**config.mk**
```make
export PLATFORM = sky130hd
export DESIGN_NAME = tcp_timer
export DESIGN_NICKNAME = d
export VERILOG_FILES = /design/src/tcp_pkg.sv /design/src/tcp_prescaler.sv /design/src/tcp_sync2.sv /design/src/tcp_timer.sv
export SDC_FILE = /design/constraint.sdc
export NUM_CORES = 1
export LEC_CHECK = 0
export ABC_AREA = 1
export BUFFER_PORTS_ARGS = -buffer_cell sky130_fd_sc_hd__buf_2
export CELL_PAD_IN_SITES_DETAIL_PLACEMENT = 0
export CELL_PAD_IN_SITES_GLOBAL_PLACEMENT = 1
export CORE_MARGIN = 1.5
export CORE_UTILIZATION = 33
export CTS_BUF_LIST = sky130_fd_sc_hd__clkbuf_8 sky130_fd_sc_hd__clkbuf_16
export CTS_CLUSTER_DIAMETER = 60
export DETAILED_ROUTE_END_ITERATION = 16
export GPL_TIMING_DRIVEN = 1
export PLACE_DENSITY_LB_ADDON = 0.1
export SYNTH_ARGS = -nofsm -noshare
export SYNTH_HDL_FRONTEND = slang
export SYNTH_HIERARCHICAL = 1
export SYNTH_SLANG_ARGS = --single-unit
```
**constraint.sdc**
```tcl
create_clock -name sys_clk_i -period 3.4 [get_ports sys_clk_i]
set_input_delay 0.17 -clock sys_clk_i [delete_from_list [all_inputs] [get_ports sys_clk_i]]
set_output_delay 0.17 -clock sys_clk_i [all_outputs]
set_load 0.03 [all_outputs]
```
**src/tcp_pkg.sv**
```systemverilog
package tcp_pkg;

  localparam int          CNT_W       = 16;
  localparam int          ADDR_W      = 5;
  localparam logic [15:0] CNT_RESTART = 16'h0001;
  localparam logic [15:0] CNT_RST     = 16'h0001;
  localparam logic [15:0] RELOAD_RST  = 16'hffff;
  localparam logic [15:0] MATCH_RST   = 16'h0000;

  localparam logic [4:0] OFF_CTRL   = 5'h00;
  localparam logic [4:0] OFF_COUNT  = 5'h04;
  localparam logic [4:0] OFF_RELOAD = 5'h08;
  localparam logic [4:0] OFF_MATCH  = 5'h0c;
  localparam logic [4:0] OFF_STATUS = 5'h10;
  localparam logic [4:0] OFF_MASK   = 5'h14;
  localparam logic [4:0] OFF_PINS   = 5'h18;

  localparam int EV_RELOAD  = 0;
  localparam int EV_CAPTURE = 1;
  localparam int EV_W       = 2;

  typedef enum logic [1:0] {
    TCP_MODE_COUNTER = 2'b00,
    TCP_MODE_PWM     = 2'b01,
    TCP_MODE_CAPTURE = 2'b10
  } tcp_mode_e;

  // control word, low bits of the control register
  typedef struct packed {
    logic [2:0] prescale;
    logic       output_polarity_select;
    logic [1:0] mode;
    logic       enable;
  } tcp_ctrl_s;

  localparam int        CTRL_W   = 7;
  localparam tcp_ctrl_s CTRL_RST = 7'h00;

endpackage : tcp_pkg

```
**src/tcp_prescaler.sv**
```systemverilog
`timescale 1ns/1ps
module tcp_prescaler
  import tcp_pkg::*;
#(
  parameter int SEL_W = 3
) (
  input  wire logic             sys_clk_i,
  input  wire logic             rst_i,
  input  wire logic             run_i,
  input  wire logic [SEL_W-1:0] sel_i,
  output logic                  tick_o
);

  localparam int DIV_W = (1 << SEL_W) - 1;

  logic [DIV_W-1:0] div_reg;
  logic [DIV_W-1:0] div_next;
  logic [DIV_W-1:0] mask;

  generate
    if (SEL_W < 1 || SEL_W > 4) begin : g_bad_sel
      $error("tcp_prescaler: SEL_W must be 1 to 4");
    end
  endgenerate

  // factor is 2**sel; sel of zero ticks every cycle
  assign mask     = DIV_W'((1 << sel_i) - 1);
  assign tick_o   = run_i && ((div_reg & mask) == mask);
  assign div_next = run_i ? div_reg + DIV_W'(1) : '0;

  always_ff @(posedge sys_clk_i or posedge rst_i) begin
    if (rst_i) begin
      div_reg <= '0;
    end else begin
      div_reg <= div_next;
    end
  end

endmodule : tcp_prescaler

```
**src/tcp_sync2.sv**
```systemverilog
`timescale 1ns/1ps
module tcp_sync2
  import tcp_pkg::*;
(
  input  wire logic sys_clk_i,
  input  wire logic rst_i,
  input  wire logic async_i,
  output logic      sync_o
);

  logic meta_reg;

  // first stage feeds only the second stage
  always_ff @(posedge sys_clk_i or posedge rst_i) begin
    if (rst_i) begin
      meta_reg <= 1'b0;
      sync_o   <= 1'b0;
    end else begin
      meta_reg <= async_i;
      sync_o   <= meta_reg;
    end
  end

endmodule : tcp_sync2

```
**src/tcp_timer.sv**
```systemverilog
`timescale 1ns/1ps
module tcp_timer
  import tcp_pkg::*;
#(
  parameter int PRE_SEL_W = 3
) (
  input  wire logic              sys_clk_i,
  input  wire logic              rst_i,
  input  wire logic [ADDR_W-1:0] avs_address_i,
  input  wire logic              avs_read_i,
  input  wire logic              avs_write_i,
  input  wire logic [31:0]       avs_writedata_i,
  input  wire logic [3:0]        avs_byteenable_i,
  output logic [31:0]            avs_readdata_o,
  output logic                   avs_waitrequest_o,
  input  wire logic              timer_in_i,
  output logic                   timer_out_o,
  output logic                   irq_o
);

  generate
    if (PRE_SEL_W != 3) begin : g_bad_pre
      $error("tcp_timer: control layout holds a 3-bit prescale");
    end
  endgenerate

  // bus handshake
  logic        ack_reg;
  logic        req;
  logic        wr_ack;
  logic        rd_ack;
  logic [31:0] rdata_next;
  logic [31:0] wmask;

  // registers
  tcp_ctrl_s      ctrl_reg;
  tcp_ctrl_s      ctrl_next;
  logic [15:0]    count_reg;
  logic [15:0]    count_next;
  logic [15:0]    reload_reg;
  logic [15:0]    reload_next;
  logic [15:0]    match_reg;
  logic [15:0]    match_next;
  logic [EV_W-1:0] status_reg;
  logic [EV_W-1:0] status_next;
  logic [EV_W-1:0] mask_reg;
  logic [EV_W-1:0] mask_next;
  logic           out_reg;
  logic           out_next;
  logic           in_prev_reg;

  // decode
  logic wr_ctrl;
  logic wr_count;
  logic wr_reload;
  logic wr_match;
  logic wr_status;
  logic wr_mask;

  // timer datapath
  logic        in_sync;
  logic        rise;
  logic        fall;
  logic        sel_edge;
  logic        pre_tick;
  logic        running;
  logic        is_counter;
  logic        is_pwm;
  logic        is_capture;
  logic        step;
  logic        at_reload;
  logic [15:0] count_inc;
  logic        hit_match;
  logic        ev_reload;
  logic        ev_capture;
  logic [EV_W-1:0] ev_set;

  tcp_sync2 u_in_sync (
    .sys_clk_i (sys_clk_i),
    .rst_i     (rst_i),
    .async_i   (timer_in_i),
    .sync_o    (in_sync)
  );

  tcp_prescaler #(
    .SEL_W (PRE_SEL_W)
  ) u_prescaler (
    .sys_clk_i (sys_clk_i),
    .rst_i     (rst_i),
    .run_i     (running && !is_counter),
    .sel_i     (ctrl_reg.prescale),
    .tick_o    (pre_tick)
  );

  // ---- avalon slave: one wait state on every access ----
  assign req               = avs_read_i || avs_write_i;
  assign avs_waitrequest_o = req && !ack_reg;
  assign wr_ack            = avs_write_i && ack_reg;
  assign rd_ack            = avs_read_i && ack_reg;

  assign wmask = {{8{avs_byteenable_i[3]}}, {8{avs_byteenable_i[2]}},
                  {8{avs_byteenable_i[1]}}, {8{avs_byteenable_i[0]}}};

  assign wr_ctrl   = wr_ack && (avs_address_i == OFF_CTRL);
  assign wr_count  = wr_ack && (avs_address_i == OFF_COUNT);
  assign wr_reload = wr_ack && (avs_address_i == OFF_RELOAD);
  assign wr_match  = wr_ack && (avs_address_i == OFF_MATCH);
  assign wr_status = wr_ack && (avs_address_i == OFF_STATUS);
  assign wr_mask   = wr_ack && (avs_address_i == OFF_MASK);

  // unmapped offsets read zero and ignore writes
  always_comb begin
    rdata_next = 32'h0000_0000;
    unique case (avs_address_i)
      OFF_CTRL:   rdata_next[CTRL_W-1:0] = ctrl_reg;
      OFF_COUNT:  rdata_next[15:0]       = count_reg;
      OFF_RELOAD: rdata_next[15:0]       = reload_reg;
      OFF_MATCH:  rdata_next[15:0]       = match_reg;
      OFF_STATUS: rdata_next[EV_W-1:0]   = status_reg;
      OFF_MASK:   rdata_next[EV_W-1:0]   = mask_reg;
      OFF_PINS:   rdata_next[1:0]        = {in_sync, out_reg};
      default:    rdata_next             = 32'h0000_0000;
    endcase
  end

  // ---- mode and edge decode ----
  assign running    = ctrl_reg.enable;
  assign is_counter = ctrl_reg.mode == TCP_MODE_COUNTER;
  assign is_pwm     = ctrl_reg.mode == TCP_MODE_PWM;
  assign is_capture = ctrl_reg.mode == TCP_MODE_CAPTURE;
  assign rise       = in_sync && !in_prev_reg;
  assign fall       = !in_sync && in_prev_reg;
  // polarity one picks the rising edge
  assign sel_edge   = ctrl_reg.output_polarity_select ? rise : fall;

  // count source per mode
  assign step = running && (is_counter ? sel_edge : pre_tick);

  assign at_reload = count_reg == reload_reg;
  assign count_inc = count_reg + 16'h0001;
  // output toggles on the step that leaves the match count, so the first level lasts match ticks
  assign hit_match = step && !at_reload && (count_reg == match_reg);
  assign ev_reload  = step && at_reload;
  assign ev_capture = running && is_capture && sel_edge;

  always_comb begin
    ev_set             = '0;
    ev_set[EV_RELOAD]  = ev_reload;
    ev_set[EV_CAPTURE] = ev_capture;
  end

  // ---- next-state logic ----
  assign ctrl_next = wr_ctrl
                   ? tcp_ctrl_s'(avs_writedata_i[CTRL_W-1:0] & wmask[CTRL_W-1:0]
                                 | ctrl_reg & ~wmask[CTRL_W-1:0])
                   : ctrl_reg;

  assign reload_next = wr_reload
                     ? (avs_writedata_i[15:0] & wmask[15:0]) | (reload_reg & ~wmask[15:0])
                     : reload_reg;

  assign mask_next = wr_mask
                   ? (avs_writedata_i[EV_W-1:0] & wmask[EV_W-1:0])
                     | (mask_reg & ~wmask[EV_W-1:0])
                   : mask_reg;

  // a software load is the start value; after a reload the count restarts at 0001h
  always_comb begin
    count_next = count_reg;
    if (wr_count) begin
      count_next = (avs_writedata_i[15:0] & wmask[15:0]) | (count_reg & ~wmask[15:0]);
    end else if (ev_reload) begin
      count_next = CNT_RESTART;
    end else if (step) begin
      count_next = count_inc;
    end
  end

  // capture wins over a software write in the same cycle
  always_comb begin
    match_next = match_reg;
    if (ev_capture) begin
      match_next = count_reg;
    end else if (wr_match) begin
      match_next = (avs_writedata_i[15:0] & wmask[15:0]) | (match_reg & ~wmask[15:0]);
    end
  end

  // sticky events: set beats a write-one-to-clear in the same cycle
  always_comb begin
    status_next = status_reg;
    if (wr_status) begin
      status_next = status_reg & ~(avs_writedata_i[EV_W-1:0] & wmask[EV_W-1:0]);
    end
    status_next = status_next | ev_set;
  end

  // output level: idle holds the polarity, pwm toggles on match and restores at reload
  always_comb begin
    out_next = out_reg;
    if (!running) begin
      out_next = ctrl_reg.output_polarity_select;
    end else if (is_pwm && ev_reload) begin
      out_next = ctrl_reg.output_polarity_select;
    end else if (is_pwm && hit_match) begin
      out_next = !out_reg;
    end else if (is_counter && ev_reload) begin
      out_next = !out_reg;
    end
  end

  assign irq_o       = |(status_reg & mask_reg);
  assign timer_out_o = out_reg;

  // ---- registers ----
  always_ff @(posedge sys_clk_i or posedge rst_i) begin
    if (rst_i) begin
      ack_reg        <= 1'b0;
      avs_readdata_o <= 32'h0000_0000;
    end else begin
      ack_reg        <= req && !ack_reg;
      avs_readdata_o <= rd_ack ? avs_readdata_o : rdata_next;
    end
  end

  always_ff @(posedge sys_clk_i or posedge rst_i) begin
    if (rst_i) begin
      ctrl_reg   <= CTRL_RST;
      reload_reg <= RELOAD_RST;
      mask_reg   <= '0;
    end else begin
      ctrl_reg   <= ctrl_next;
      reload_reg <= reload_next;
      mask_reg   <= mask_next;
    end
  end

  always_ff @(posedge sys_clk_i or posedge rst_i) begin
    if (rst_i) begin
      count_reg   <= CNT_RST;
      match_reg   <= MATCH_RST;
      status_reg  <= '0;
      out_reg     <= 1'b0;
      in_prev_reg <= 1'b0;
    end else begin
      count_reg   <= count_next;
      match_reg   <= match_next;
      status_reg  <= status_next;
      out_reg     <= out_next;
      in_prev_reg <= in_sync;
    end
  end

endmodule : tcp_timer

```
Word level (Yosys, flattened, before mapping)
Cells that the tools add are included.
- register bits: 87
- bits of input ports: 46
- output and inout port bits: 35
- word-level logic and storage cells: 103
- add/subtract/negate cells: 3
- eq/ne operators: 12
- shift-type cells: 1
- multiplexer cells: 16
- bitwise operators: 21
- reduce and logical (&&, ||, !) cells: 34
- operator list (operator ; number):
    $mux W16 ; 5
    $and A16 B16 Y16 ; 4
    $or A16 B16 Y16 ; 3
    $eq A16 B16 Y1 ; 2
    $pmux W9 S3 ; 1
    $logic_and A1 B1 Y1 ; 22
    $and A7 B7 Y7 ; 3
    $pmux W5 S4 ; 1
    $add A16 B1 Y16 const B ; 1
    $not A16 Y16 ; 1
    $eq A5 B5 Y1 const B ; 3
    $pmux W2 S7 ; 1
    $eq A5 B4 Y1 const B ; 2
    $and A2 B2 Y2 ; 4
    $add A7 B1 Y7 const B ; 1
    $eq A7 B7 Y1 ; 1
    $mux W7 ; 1
    $not A7 Y7 ; 1
    $or A7 B7 Y7 ; 1
    $shl A1 B3 Y7 const A ; 1
    $sub A7 B2 Y7 const B ; 1
    $logic_not A1 Y1 ; 6
    $mux W1 ; 6
    $eq A5 B3 Y1 const B ; 1
    other kinds (12) ; 14

Logic depth before layout (Yosys ltp)
- depth in word-level cells: 13
- depth in mapped cells: 15

Hierarchy
The synthesis kept the hierarchy.
- modules (own cells, without submodules) (module ; instances ; cells an instance ; area an instance (um^2) ; seq. area each (um^2)):
    tcp_timer ; 1 ; 691 ; 5047.3 ; 1973.1
    tcp_prescaler ; 1 ; 50 ; 382.9 ; 175.2
    tcp_sync2 ; 1 ; 3 ; 53.8 ; 50.0

Worst setup path after synthesis
Ideal clock, no wire load.
- kind: register to register
- from: register (tool-made name)
- to: register out_reg (netlist: timer_out_o)
- library setup time: 0.117 ns
- arrival time: 1.625 ns
- required time: 3.283 ns
- path slack: 1.658 ns
- stages on the path, launching flop included: 14
- path buffers: 0
- path through: dfrtp_1 inv_2 nor2_2 inv_1 a21oi_1 nand2_1 a21oi_1 nand2_1 o21ai_2 nand4_1 nand2_1 nor2_1 nand3_1 nand2_1
- RTL lines (what ; RTL line ; text):
    end signal: assignment ; tcp_timer.sv:249 ; out_reg <= out_next;
    end: declaration ; tcp_timer.sv:48 ; logic out_reg;

==> impl_metrics.json <==
{
  "nFillCells": 1746,
  "timing.fmax_mhz": 466,
  "final_area_um2": 6110,
  "p_seq_share_pct": 43.9,
  "drc": 0,
  "netlist_top_cells_count": "217 x nand2_1, 82 x nor2_1, 70 x dfrtp_1",
  "cts_sinks": 87,
  "period_minus_slack_ns": 2.15,
  "switchingPower_mw": 1.26,
  "ir_drop_uv": 221,
  "grt_pass1_vias": 4519,
  "ys_warn_count": 6,
  "vias_per_cell": 4.85,
  "hpwlAfterDp_mm": 12.3,
  "comb_power_share_pct": 25.9,
  "syn_avg_cell_area_um2": 7.37,
  "clock_latency_ns": 0.35,
  "cts_buffers": 9,
  "preCtsSetupSlack_ns": 1.24,
  "yosysMostFrequentCell": "nand2_1",
  "p_clk_share_pct": 30.2,
  "synth-seq-cells": 87,
  "vias": 4844,
  "clk_path_buf_depth": 2,
  "die_y_um": 132,
  "timing.setup.tns_ns": 0,
  "p_int_mw": 2.15,
  "antenna_cells": 0,
  "relSlewSlack_pct": 36.9,
  "grt_pass1_wl_mm": 26.3,
  "async_reset_ff_share_pct": 100,
  "leakagePower_nw": 3.07,
  "synth_enable_flop_cells": 0,
  "htree_levels": 3,
  "initial_core_util_pct": 34.2,
  "cp.arrival_ns": 2.42,
  "min-delay-path-class": "in -> reg",
  "fp-row-count": 46,
  "netlist_area_um2": 5480,
  "ant_nets": 0,
  "root_buffer": "clkbuf_16",
  "whs_ns": 0.0655,
  "cts_setup_buffers": 0,
  "drive_above_1_share_pct": 19.7,
  "die-area_um2": 17400,
  "skew_ns": 0.0105,
  "highest-signal-layer": "met4",
  "grt_max_degree": 49,
  "path_clk_slew_ns": 0.06,
  "met1Wirelength_mm": 8.47,
  "wl_met3_um": 896,
  "synth_top_area_share_pct": 31.9,
  "ys.flop_type": "dfrtp_1",
  "postRouteWirelength_mm": 16.6,
  "die_w_um": 132,
  "antenna_found_initial": 0,
  "power_density_nw_per_um2": 558,
  "drtPass1Iterations": 5,
  "wl_met2_mm": 7.01,
  "post_dp_cell_area_um2": 5790,
  "area_delta_synth_final_pct": 11.4,
  "start_kind": "flip-flop",
  "hold_viol_final": 0,
  "maxCapViolCount": 0,
  "avgRoutedWirePerCell_um": 16.6,
  "final_nets": 826,
  "cp_data_required_time_ns": 3.67,
  "cp_max_fo": 9,
  "fin_util_pct": 38.1,
  "place_congestion": 0.808,
  "status": "finished, final reports clean",
  "tritoncts": "done",
  "grt_usage_pct": 19.6,
  "switching_share_pct": 36.8,
  "post-route-period-util_pct": 63.2,
  "ys_types": 42,
  "synthCells": 744,
  "cp-end-kind": "flip-flop",
  "first_iter_violations": 222,
  "grt_overflow": 0,
  "yosys.area.top_type": "dfrtp_1",
  "fp.coreArea_um2": 16100,
  "portBuffers": 46,
  "seq_area_frac_synth_pct": 40.1,
  "crit_type": "reg -> reg",
  "rsz0062_at_grt": "no",
  "setup_viol": 0,
  "min_from": "avs_writedata_i[5]",
  "worstMarginPinSlew_ns": 0.946,
  "synth_area_leaders": "dfrtp_1 32%, nand2_1 15%, dfstp_2 8.1%",
  "slew_viol_final": 0,
  "pin_count": 81,
  "worst_slack_ns": 1.25
}
routing by layer:
| layer | GRT usage [%] | up-vias |
|---|---|---|
| met1 | 29.9 | 2278 |
| met5 | 0 | - |
| met3 | 3.50 | 17 |
| met4 | 5.37 | 0 |
| li1 | - | 2431 |
| met2 | 28.2 | 118 |
what timing repair did:
item,in CTS,in global routing
hold buffers,2,0
hold endpoints to repair,10,0
gates resized for setup,0,0
power groups by stage:
stage | clock, mW | sequential [mW] | combinational, mW
floorplan | 0 | 1.38 | 0.790
global placement | 0 | 1.51 | 0.868
detailed placement | 0 | 1.51 | 0.877
CTS | 1.05 | 1.49 | 0.886
global route | 1.10 | 1.53 | 1.01
finish | 1.03 | 1.50 | 0.884
through the flow:
stage	power, mW	std cells
5_1_grt	3.63	998
3_3_place_gp	2.37	981
3_5_place_dp	2.39	981
6_report	3.41	998
2_1_floorplan	2.17	759
4_1_cts	3.43	998
layout make-up:
cell class,instances,area (um2),area share (%)
multi-input combinational,539,2710,44.4
sequential,87,2200,36.0
inverter,92,360,5.90
timing repair buffer,49,270,4.42
tap,216,270,4.42
clock buffer,11,253,4.14
clock inverter,4,45.0,0.737
logic make-up after synthesis:
kind of cell	share of synthesized area (%)
other	0.0684
adders and majority gates	0.456
DFF	40.1
muxes	0.753
buffers and inverters	11.5
and+or+nand+nor	29.3
xor gates and xnor gates	2.40
AOI/OAI and AO/OA	15.5
worst paths after layout:
check                                        end  slack (ns)  cells past startpoint
worst max-delay path                   flip-flop        1.25                     14
worst min-delay path                   flip-flop        0.07                      2
worst max register to register         flip-flop        1.25                     14
worst min register to register  u_in_sync/sync_o        0.38                      0
max in group asynchronous              async pin        2.10                      4
min in group asynchronous       u_in_sync/sync_o        0.25                      3
worst max-delay path, cell delays in order (launching register included):
cell	delay [ns]
dfrtp_1	0.47
inv_2	0.09
nor2_2	0.31
inv_1	0.10
a21oi_1	0.12
nand2_1	0.06
a21oi_1	0.11
nand2_1	0.12
inv_2	0.08
nor2_2	0.07
nand2_4	0.10
o21ai_4	0.12
inv_4	0.13
nor2_1	0.05
a21oi_1	0.13
placed cells by master, fill, tap and decap left out, drive strengths merged, types with 2 or more instances in the layout:
master,netlist,final
clkbuf,5,11
conb,1,16
o2111ai,5,5
nand3,20,20
o22ai,27,27
ha,2,2
xor2,11,11
clkinv,1,5
o21ai,53,53
buf,36,47
dfstp,17,17
nor2,95,95
mux2,3,3
o211ai,9,9
dfrtp,70,70
dlygate4sd3,0,2
nand4,10,10
nand2,229,229
inv,91,90
xnor2,4,4
a21oi,42,42
nor3,9,9
No activity file was read; power rests on OpenSTA's default activity.
